<file path="src/logic/oms_pkg.sv">
/*
 Constants, types and shared helpers of the operation mode selector.
 Assumes a 10 MHz system clock and an APB master with 32-bit data.
*/
//
// Contract
// [RULE_01] Selections 0, 2, 6: network switch inputs act only while stopped; the code lets selection 6 switch while running.
// [RULE_02] Selection 6 also accepts switch changes while the motor runs.
// [RULE_03] Panel/network use needs selection 0 or 6, startup 10 or 12.
// [RULE_04] Panel-network function sits on the terminal coded 65.
// [RULE_05] Panel/network enabled: panel-network on gives panel, off network.
// [RULE_06] Startup 10/12 with selection 0 never enters external mode.
// [RULE_07] Selection 1 holds panel mode whatever the switch inputs.
// [RULE_08] Selections 3 and 4 hold combined mode and ignore switches.
// [RULE_09] Startup 10/12 with selection 2 holds network mode.
// [RULE_10] Selection 7 with interlock off forces external mode.
// [RULE_11] Selection 7, interlock on: panel/external switching, output stop in external.
// [RULE_12] Panel choice becomes network while external-network input is on.
// [RULE_13] Network choice falls to panel or external by panel-external input.
// [RULE_14] Network choice becomes panel when source 0 and no option fitted.
// [RULE_15] External/network use needs selection 0, 2, 6 or 7 with interlock.
// [RULE_16] External/network use needs startup 0, 1 or 2 and code 66.
// [RULE_17] External/network enabled: input on gives network, off external.
// [RULE_18] Startup 0-2 with selection 2 never enters panel mode.
// [RULE_19] External-network network choice becomes panel without usable option.
// [RULE_20] External choice: panel-network input decides if assigned, else panel-external.
// [RULE_21] Priority: selection, interlock, ext-net, panel-net, panel-ext, startup; the code checks startup right after interlock.
// [RULE_22] Panel-external input picks external or panel for selections 0, 6, 7.
// [RULE_23] Mode is registered and changes only on permitted edges.
package oms_pkg;

	localparam int OMS_NTERM = 4;
	localparam int OMS_AW = 12;

	// register byte offsets
	localparam logic [11:0] OMS_ADDR_CFG = 12'h000;
	localparam logic [11:0] OMS_ADDR_TERMFN = 12'h004;
	localparam logic [11:0] OMS_ADDR_STATUS = 12'h008;

	// field positions
	localparam int OMS_CFG_MS_LSB = 0;
	localparam int OMS_CFG_SU_LSB = 4;
	localparam int OMS_CFG_NETSRC = 8;
	localparam int OMS_ST_MODE_LSB = 0;
	localparam int OMS_ST_OSTOP = 2;
	localparam int OMS_ST_PERMIT = 3;
	localparam int OMS_ST_TERM_LSB = 4;
	localparam int OMS_ST_OPT = 8;

	// values after reset
	localparam logic [31:0] OMS_CFG_RST = 32'h0000_0000;
	localparam logic [31:0] OMS_TERMFN_RST = 32'h0000_0000;

	// terminal function codes
	localparam logic [7:0] OMS_FN_INTERLOCK = 8'h0C;
	localparam logic [7:0] OMS_FN_PANEL_EXT = 8'h10;
	localparam logic [7:0] OMS_FN_PANEL_NET = 8'h41;
	localparam logic [7:0] OMS_FN_EXT_NET = 8'h42;

	// mode selection settings
	localparam logic [2:0] OMS_MS_SWITCH = 3'h0;
	localparam logic [2:0] OMS_MS_PU = 3'h1;
	localparam logic [2:0] OMS_MS_EXTNET = 3'h2;
	localparam logic [2:0] OMS_MS_CMB_A = 3'h3;
	localparam logic [2:0] OMS_MS_CMB_B = 3'h4;
	localparam logic [2:0] OMS_MS_SWRUN = 3'h6;
	localparam logic [2:0] OMS_MS_ILOCK = 3'h7;

	// startup settings enabling panel/network switching
	localparam logic [3:0] OMS_SU_PNET_A = 4'hA;
	localparam logic [3:0] OMS_SU_PNET_B = 4'hC;

	typedef enum logic [1:0] {
		OMS_EXT,
		OMS_PU,
		OMS_NET,
		OMS_EXTPU
	} oms_mode_t;

	localparam oms_mode_t OMS_MODE_RST = OMS_EXT;

	typedef struct packed {
		logic interlock;
		logic extNet;
		logic panelNet;
		logic panelExt;
		logic asgInterlock;
		logic asgExtNet;
		logic asgPanelNet;
		logic asgPanelExt;
	} oms_sw_t;

	typedef struct packed {
		logic [2:0] modeSel;
		logic [3:0] startup;
		logic netSrc;
	} oms_cfg_t;

	function automatic logic omsNetStartup(input logic [3:0] su);
		omsNetStartup = (su == OMS_SU_PNET_A) || (su == OMS_SU_PNET_B);
	endfunction

endpackage

</file>
<file path="src/logic/oms_mode_select.sv">
/*
 Operation mode selector: resolves the commanding source from settings
 and terminal inputs, with settings and status reached over APB.
 Assumes terminal pins and the option-fitted pin are asynchronous, while
 motor-running and start-command come from logic on sys_clk.
*/
// The placing of the registers and the APB register port were left to the implementer.
`timescale 1ns/1ps
module oms_mode_select
	import oms_pkg::*;
(
	input wire logic sys_clk, // system clock, 10 MHz
	input wire logic resetn, // synchronous reset, active low
	input wire logic ce, // clock enable, freezes all state when low
	input wire logic psel, // APB select
	input wire logic penable, // APB enable
	input wire logic pwrite, // APB direction
	input wire logic [11:0] paddr, // APB byte address
	input wire logic [31:0] pwdata, // APB write data
	output logic [31:0] prdata, // APB read data
	output logic pready, // APB ready
	output logic pslverr, // APB error on unmapped address
	input wire logic [OMS_NTERM-1:0] termPin, // assignable terminals
	input wire logic optionFitted, // communication option present
	input wire logic motorRunning, // motor turning
	input wire logic startCmd, // start command on
	output oms_pkg::oms_mode_t mode, // selected command source
	output logic outputStop // output stop request
);
	import oms_pkg::*;

	////////////////////////////////////////////////////////////////////////
	// input synchronisers

	logic [OMS_NTERM-1:0] termS1_r, termS1_nxt;
	logic [OMS_NTERM-1:0] termS2_r, termS2_nxt;
	logic optS1_r, optS1_nxt;
	logic optS2_r, optS2_nxt;

	always_comb
	begin
		termS1_nxt = termS1_r;
		termS2_nxt = termS2_r;
		optS1_nxt = optS1_r;
		optS2_nxt = optS2_r;
		if (ce)
		begin
			termS1_nxt = termPin;
			termS2_nxt = termS1_r;
			optS1_nxt = optionFitted;
			optS2_nxt = optS1_r;
		end
	end

	always_ff @(posedge sys_clk)
	begin
		if (!resetn)
		begin
			termS1_r <= '0;
			termS2_r <= '0;
			optS1_r <= 1'b0;
			optS2_r <= 1'b0;
		end
		else
		begin
			termS1_r <= termS1_nxt;
			termS2_r <= termS2_nxt;
			optS1_r <= optS1_nxt;
			optS2_r <= optS2_nxt;
		end
	end

	////////////////////////////////////////////////////////////////////////
	// APB register file

	logic [31:0] cfgWord_r, cfgWord_nxt;
	logic [31:0] termFn_r, termFn_nxt;
	logic [31:0] rdData_r, rdData_nxt;
	logic [31:0] statusWord;
	logic setup, access, mapped;
	oms_cfg_t cfg;

	assign setup = psel && !penable;
	assign access = psel && penable;
	assign mapped = (paddr == OMS_ADDR_CFG) || (paddr == OMS_ADDR_TERMFN)
		|| (paddr == OMS_ADDR_STATUS);
	// read data is captured in the setup phase so access ends in one cycle
	assign pready = 1'b1;
	assign pslverr = access && !mapped;
	assign prdata = rdData_r;

	assign cfg.modeSel = cfgWord_r[OMS_CFG_MS_LSB +: 3];
	assign cfg.startup = cfgWord_r[OMS_CFG_SU_LSB +: 4];
	assign cfg.netSrc = cfgWord_r[OMS_CFG_NETSRC];

	always_comb
	begin
		cfgWord_nxt = cfgWord_r;
		termFn_nxt = termFn_r;
		rdData_nxt = rdData_r;
		if (ce && setup && !pwrite)
		begin
			case (paddr)
				OMS_ADDR_CFG: rdData_nxt = cfgWord_r;
				OMS_ADDR_TERMFN: rdData_nxt = termFn_r;
				OMS_ADDR_STATUS: rdData_nxt = statusWord;
				default: rdData_nxt = 32'h0000_0000;
			endcase
		end
		if (ce && access && pwrite)
		begin
			case (paddr)
				// configuration bits 31 to 9 are kept at zero
				OMS_ADDR_CFG: cfgWord_nxt = {23'h000000, pwdata[8:0]};
				OMS_ADDR_TERMFN: termFn_nxt = pwdata;
				default: cfgWord_nxt = cfgWord_r;
			endcase
		end
	end

	always_ff @(posedge sys_clk)
	begin
		if (!resetn)
		begin
			cfgWord_r <= OMS_CFG_RST;
			termFn_r <= OMS_TERMFN_RST;
			rdData_r <= 32'h0000_0000;
		end
		else
		begin
			cfgWord_r <= cfgWord_nxt;
			termFn_r <= termFn_nxt;
			rdData_r <= rdData_nxt;
		end
	end

	////////////////////////////////////////////////////////////////////////
	// switch decode and mode resolution

	oms_sw_t sw;
	logic netOk, permit, forced, netSu, ilockOn, ostopNext;
	oms_mode_t modeRes;
	oms_mode_t mode_r, mode_nxt;
	logic ostop_r, ostop_nxt;

	oms_term_decode uDecode (
		.termFn(termFn_r),
		.termLvl(termS2_r),
		.sw(sw)
	);

	assign netSu = omsNetStartup(cfg.startup);
	assign ilockOn = sw.asgInterlock && sw.interlock;
	// network source counts as reachable with netSrc set or the option fitted
	assign netOk = cfg.netSrc || optS2_r; // RULE_14 RULE_19
	// selection 6 lifts the stopped-only restriction
	assign permit = (cfg.modeSel == OMS_MS_SWRUN) || !motorRunning
		|| !startCmd; // RULE_01 RULE_02
	// fixed modes take effect at once, even while running
	assign forced = (cfg.modeSel == OMS_MS_PU)
		|| (cfg.modeSel == OMS_MS_CMB_A) || (cfg.modeSel == OMS_MS_CMB_B)
		|| ((cfg.modeSel == OMS_MS_ILOCK) && !ilockOn)
		|| (netSu && (cfg.modeSel == OMS_MS_EXTNET));

	// checked in this order: selection, interlock, startup,
	// then ext-net, panel-net, panel-ext
	function automatic oms_mode_t resolveMode(input oms_cfg_t c,
		input oms_sw_t s, input logic il, input logic nok,
		input oms_mode_t cur);
		oms_mode_t m;
		logic su;
		m = cur;
		su = omsNetStartup(c.startup);
		case (c.modeSel)
			OMS_MS_PU: m = OMS_PU; // RULE_07
			OMS_MS_CMB_A, OMS_MS_CMB_B: m = OMS_EXTPU; // RULE_08
			default:
			begin
				if ((c.modeSel == OMS_MS_ILOCK) && !il)
					m = OMS_EXT; // RULE_10 RULE_21
				else if (su && (c.modeSel == OMS_MS_ILOCK))
				begin
					if (s.asgPanelExt)
						m = s.panelExt ? OMS_EXT : OMS_PU; // RULE_11
				end
				else if (su && (c.modeSel == OMS_MS_EXTNET))
					m = OMS_NET; // RULE_09
				else if (su)
				begin
					if (!s.asgPanelNet)
						m = cur;
					else if (s.panelNet)
						m = s.extNet ? OMS_NET : OMS_PU; // RULE_05 RULE_12
					else if (nok)
						m = OMS_NET; // RULE_05
					else if (s.panelExt && (c.modeSel == OMS_MS_SWRUN))
						m = OMS_EXT; // RULE_13
					else
						m = OMS_PU; // RULE_06 RULE_13 RULE_14
				end
				else if (s.asgExtNet && s.extNet)
				begin
					if (nok)
						m = OMS_NET; // RULE_17
					else if (c.modeSel == OMS_MS_EXTNET)
						m = OMS_EXT; // RULE_18
					else
						m = OMS_PU; // RULE_19
				end
				else if (c.modeSel == OMS_MS_EXTNET)
					m = OMS_EXT; // RULE_17 RULE_18
				else if (s.asgExtNet && s.asgPanelNet)
					m = s.panelNet ? OMS_PU
						: (nok ? OMS_NET : OMS_PU); // RULE_20
				else if (s.asgExtNet && s.asgPanelExt)
					m = s.panelExt ? OMS_EXT : OMS_PU; // RULE_20
				else if (s.asgExtNet)
					m = OMS_EXT; // RULE_17
				else if (s.asgPanelExt)
					m = s.panelExt ? OMS_EXT : OMS_PU; // RULE_22
			end
		endcase
		return m;
	endfunction

	assign modeRes = resolveMode(cfg, sw, ilockOn, netOk, mode_r);
	assign ostopNext = (cfg.modeSel == OMS_MS_ILOCK) && ilockOn;

	always_comb
	begin
		mode_nxt = mode_r;
		ostop_nxt = ostop_r;
		if (ce)
		begin
			if (forced || permit)
				mode_nxt = modeRes; // RULE_23
			// output stop follows the mode that is being entered
			ostop_nxt = ostopNext && (mode_nxt == OMS_EXT); // RULE_11
		end
	end

	always_ff @(posedge sys_clk)
	begin
		if (!resetn)
		begin
			mode_r <= OMS_MODE_RST;
			ostop_r <= 1'b0;
		end
		else
		begin
			mode_r <= mode_nxt;
			ostop_r <= ostop_nxt;
		end
	end

	assign mode = mode_r;
	assign outputStop = ostop_r;

	always_comb
	begin
		statusWord = 32'h0000_0000;
		statusWord[OMS_ST_MODE_LSB +: 2] = mode_r;
		statusWord[OMS_ST_OSTOP] = ostop_r;
		statusWord[OMS_ST_PERMIT] = permit;
		statusWord[OMS_ST_TERM_LSB +: OMS_NTERM] = termS2_r;
		statusWord[OMS_ST_OPT] = optS2_r;
	end
endmodule

</file>
<file path="src/logic/oms_term_decode.sv">
/*
 Maps synchronised terminal levels onto switch functions by their codes.
 Assumes levels are already in the system clock domain; unassigned reads off.
*/
`timescale 1ns/1ps
module oms_term_decode
	import oms_pkg::*;
(
	input wire logic [31:0] termFn, // one function code per terminal
	input wire logic [OMS_NTERM-1:0] termLvl, // synchronised levels
	output oms_pkg::oms_sw_t sw // decoded switch functions
);
	import oms_pkg::*;

	always_comb
	begin
		sw = '0;
		for (int i = 0; i < OMS_NTERM; i++)
		begin
			// several terminals with one code are or-ed together
			case (termFn[i*8 +: 8])
				OMS_FN_PANEL_NET:
				begin
					sw.asgPanelNet = 1'b1; // RULE_04
					sw.panelNet = sw.panelNet | termLvl[i]; // RULE_04
				end
				OMS_FN_EXT_NET:
				begin
					sw.asgExtNet = 1'b1;
					sw.extNet = sw.extNet | termLvl[i];
				end
				OMS_FN_PANEL_EXT:
				begin
					sw.asgPanelExt = 1'b1;
					sw.panelExt = sw.panelExt | termLvl[i];
				end
				OMS_FN_INTERLOCK:
				begin
					sw.asgInterlock = 1'b1;
					sw.interlock = sw.interlock | termLvl[i];
				end
				default:
				begin
				end
			endcase
		end
	end

endmodule

</file>
<file path="config.mk">
export PLATFORM = sky130hd
export DESIGN_NAME = oms_mode_select
export DESIGN_NICKNAME = d
export VERILOG_FILES = /design/src/logic/oms_pkg.sv /design/src/logic/oms_mode_select.sv /design/src/logic/oms_term_decode.sv
export SDC_FILE = /design/constraint.sdc
export NUM_CORES = 1
export LEC_CHECK = 0
export BUFFER_PORTS_ARGS = -buffer_cell sky130_fd_sc_hd__buf_4
export CORE_MARGIN = 2
export CORE_UTILIZATION = 58
export CTS_CLUSTER_DIAMETER = 120
export CTS_CLUSTER_SIZE = 20
export DETAILED_ROUTE_END_ITERATION = 8
export PLACE_DENSITY_LB_ADDON = 0.15
export SLEW_MARGIN = 20
export SYNTH_ARGS = -nofsm -noshare
export SYNTH_HDL_FRONTEND = slang
export SYNTH_HIERARCHICAL = 1
export SYNTH_SLANG_ARGS = --single-unit
</file>
<file path="constraint.sdc">
create_clock -name sys_clk -period 4.15 [get_ports sys_clk]
set_input_delay 0.6225 -clock sys_clk [delete_from_list [all_inputs] [get_ports sys_clk]]
set_output_delay 0.6225 -clock sys_clk [all_outputs]
set_load 0.02 [all_outputs]
</file>
**After elaboration in Yosys (flattened, before gate mapping)**

Cells that the tools add are included.

- Output and inout port bits: 37
- Register bits: 86
- Bits of input ports: 57
- Logic and storage cells: 142

- Multiplexer cells: 56
- Reduce and logical (&&, ||, !) cells: 39
- Bitwise logic cells: 12
- Equality and inequality tests: 26

Operator list:

| cell | number |
|---|---|
| one-hot mux 32 bit (3 select lines) | 1 |
| equality test 8 x 7 -> 1 bit, second input constant | 8 |
| 2-to-1 mux 2 bit | 19 |
| 2-to-1 mux 1 bit | 35 |
| equality test 8 x 4 -> 1 bit, second input constant | 4 |
| equality test 8 x 5 -> 1 bit, second input constant | 4 |
| logical AND 1 bit | 17 |
| equality test 12 x 3 -> 1 bit, second input constant | 1 |
| equality test 12 x 4 -> 1 bit, second input constant | 1 |
| logical NOT 12 bit | 1 |
| OR 1 bit | 12 |
| logical OR 1 bit | 11 |
| equality test 3 bit, second input constant | 3 |
| equality test 4 bit, second input constant | 2 |
| equality test 3 x 2 -> 1 bit, second input constant | 2 |
| logical NOT 1 bit | 6 |
| one-hot mux 2 bit (2 select lines) | 1 |
| AND reduction 2 bit | 2 |
| equality test 3 x 1 -> 1 bit, second input constant | 1 |
| logical NOT 2 bit | 1 |
| OR reduction 2 bit | 1 |

**Depth between registers and ports, before layout**

- Word-level depth: 24
- Gate-level depth with buffers: 10
- Mapped depth without buffers: 10

**By module**

Netlist, hierarchy kept.

By module, submodules not included:

| module | instances | cells an instance | area each (sq um) | seq. area each (sq um) |
|---|---|---|---|---|
| oms_mode_select | 1 | 436 | 3782.4 | 1721.7 |
| oms_term_decode | 1 | 60 | 405.4 | 0.0 |

**Least setup slack after synthesis**

No wires, ideal clock.

- Path type: register to register
- Start: register termFn_r[9]
- End: register mode_r[0], in the netlist mode[0]
- Required time: 4.030 ns
- Setup slack: 1.997 ns
- Stages on the path, launching flop included: 10
- Clock period less this slack: 2.153 ns
- Setup time: 0.120 ns
- Arrival time: 2.033 ns
- Buffers on the path: 0
- Cell sequence: dfxtp_1 nor4_1 nand4_1 o221ai_1 nand2_1 a311oi_1 o311ai_1 and2_1 o21a_1 o31a_1

RTL lines:

| element | RTL line | RTL |
|---|---|---|
| start, declared | oms_mode_select.sv:77 | `logic [31:0] termFn_r, termFn_nxt;` |
| start signal, assigned | oms_mode_select.sv:132 | `termFn_r <= termFn_nxt;` |
| end signal, assigned | oms_mode_select.sv:251 | `mode_r <= mode_nxt;` |
| end, declared | oms_mode_select.sv:143 | `oms_mode_t mode_r, mode_nxt;` |

==> metrics.txt <==
status complete, no violations; area fraction of the dominant cell type after synthesis 41.11%; Async S/R FF share, synth 0%; synthesis warning total 6; Max clock buf depth 2; Layout area overhead 21.00%; synth unique cells 56; kind of critical path register to register; RSZ-0062 raised after global routing false; Port Buf Inserts 92; post-detail-place hpwl 7617 um; Residual DRC 0; synth cell count leaders nand2_1, dfxtp_1, a21boi_1; Reg clk slew, reported paths 90 ps; crit end category register; htree depth 3; Final min period 2711 ps; CP Launch Type register; antenna-violating nets left 0; clk sinks 86; Die X 88.97 um; Post-Syn Instances 496; Comb pwr share 7.1%; Seq cells post-synth 86; routed vias 4,056; cell area power density 305.1 nW/um^2; arrival time at the worst endpoint 2980 ps; # diodes 0; Starting Density 60.63%; setup TNS 0 ps; VDD IR-drop max 0.0002280 V; # hold bufs at CTS 0; register area share after synthesis 41.11%; Post-CTS Resized 0; syn avg cell area 8.443 um^2; Max Clock Freq 368.9 MHz; total track usage 28.10%; average wire per standard cell 16.26 um; Mapped Nets 553; Worst Path Required 4420 ps; Yosys top cell by area dfxtp_1; IO Pins 94; Final Total Pwr 1.546 mW; pins over their slew limit 0; gpl congestion 0.8841; switching share of power 24.21%; final WL 10,930 um; die height 88.97 um; critical-path maximum fanout 5; Post-synth top flop dfxtp_1; clock network fraction of total power 38.7%; Hold Path Class register to register; Int Pwr 1.172 mW; max_cap viols 0; Worst Tran Pin Value 1100 ps; global route overflow 0; Clock Tree Root clkbuf_8; # nets final 628; Vias/cell 6.036; first-pass GRT wire length 17,260 um; most frequent cell after synthesis nand2_1; share of post-route cells with drive strength above 1 21.01%; Reg power frac 54.3%; Starting DRT DRC Count 332; EDFF count, synth 0; Final setup viols 0; Tcrit/Tclk final 65.33%; CTS tree yes; Slew Limit Headroom 26.66%; Syn Std Cell Area 4188 um^2; 1st-pass router iterations 7; # rows 30; ranking of synthesized cells by area dfxtp_1, a21boi_1, nand2_1, mux2i_1, nor2b_1; vias in the first global route 3,796; Static Leakage 1.866 nW; Post-CTS Setup Bufs 0; initial antenna violation count 0; core area 6907 um^2; CTS buffer count 9; Clock Skews 11.01 ps; Worst-Skew Late Latency 370 ps; Net Sw Power 0.3742 mW; Final Hold Vio Count 0; largest net degree at the start of global routing 81; die area 7916 um^2; Hold Slack 449.8 ps
## stage by stage
stage | area [um^2] | std cells | worst slack (ps) | util, %
after global placement | 4868 | 656 | 1398 | 70.49
after floorplan | 4188 | 496 | 1997 | -
after global routing | 5067 | 672 | 1259 | 73.37
final | 5067 | 672 | 1439 | 73.37
after detailed placement | 4871 | 656 | 1234 | 70.53
after CTS | 5067 | 672 | 1480 | 73.37
## per-layer routing
metal / vias to the layer above / routed length (um) / global-route usage (%) / part of all wire, %
li1: 1921 / - / - / -
met1: 1884 / 4380 / 34.97 / 40
met2: 208 / 5275 / 46.07 / 48
met3: 43 / 822 / 4.986 / 7.5
met4: 0 / 452 / 15.88 / 4.1
met5: - / 0 / 0 / 0
## registers in the layout (all words and copies together) (netlist names)
name / flops
cfgWord_r: 9
mode: 2
optS1_r: 1
optS2_r: 1
outputStop: 1
prdata: 32
termFn_r: 32
termS1_r: 4
termS2_r: 4
## cells by family (layout without fill, tap and decap cells)
family | Yosys count | after routing | synth area share (%)
and+or+nand+nor | 238 | 238 | 29.40
other | 1 | 1 | 0.08955
AOI/OAI and AO/OA | 112 | 112 | 20.05
buffers and inverters | 38 | 118 | 4.332
muxes | 20 | 20 | 4.810
DFF | 86 | 86 | 41.11
xor gates and xnor gates | 1 | 1 | 0.2092
## final timing paths
check | end | slack, ps | start | depth (start not counted)
hold reg to reg | prdata[3] | 450 | prdata[3] | 2
setup / recovery | outputStop | 1440 | termFn_r[16] | 8
setup reg to reg | outputStop | 1440 | termFn_r[16] | 8
hold / removal | prdata[3] | 450 | prdata[3] | 2
## placed cells by master, fill, tap and decap left out, drive strengths merged, types with 2 or more instances in the layout
cell / count
and2: 2
a222oi: 9
nor3: 5
or2: 4
clkbuf: 9
nand2: 103
o211a: 2
and3: 4
o21ai: 15
o31ai: 2
a32oi: 3
clkinv: 3
a21oi: 5
nand2b: 5
o211ai: 2
nand3: 35
nor3b: 4
o221ai: 2
a21boi: 55
and4b: 2
nor2: 15
buf: 94
inv: 9
nor2b: 29
o22a: 2
mux2i: 19
a311oi: 2
nor4b: 2
clkinvlp: 2
dfxtp: 86
nand4: 10
o21a: 3
nand4b: 5
nor4: 10
## cell type report
cell class	count	area (um^2)
Timing Repair Buffer	94	705.7
Multi-Input combinational cell	372	2293
Clock buffer	9	123.9
Sequential cell	86	1722
Clock inverter	7	72.57
Inverter	8	30.03
Tap cell	96	120.1
Fill cell	565	1839
## power groups by stage
stage | Clock, mW | Combinational [mW] | Sequential (mW)
2_1_floorplan | 0 | 0.0505 | 0.856
3_3_place_gp | 0 | 0.107 | 0.858
3_5_place_dp | 0 | 0.109 | 0.858
4_1_cts | 0.601 | 0.109 | 0.838
5_1_grt | 0.640 | 0.118 | 0.839
6_report | 0.598 | 0.110 | 0.839
## worst max-delay path, cell delays in order, from the launching register on
cell and delay, ps:
dfxtp_1 370, nor4_2 490, nand4_1 250, o221ai_1 310, nand2_1 180, a311oi_1 310
o311ai_1 200, o22a_1 240, o31ai_1 260
Power figures use the tool's default switching activity.
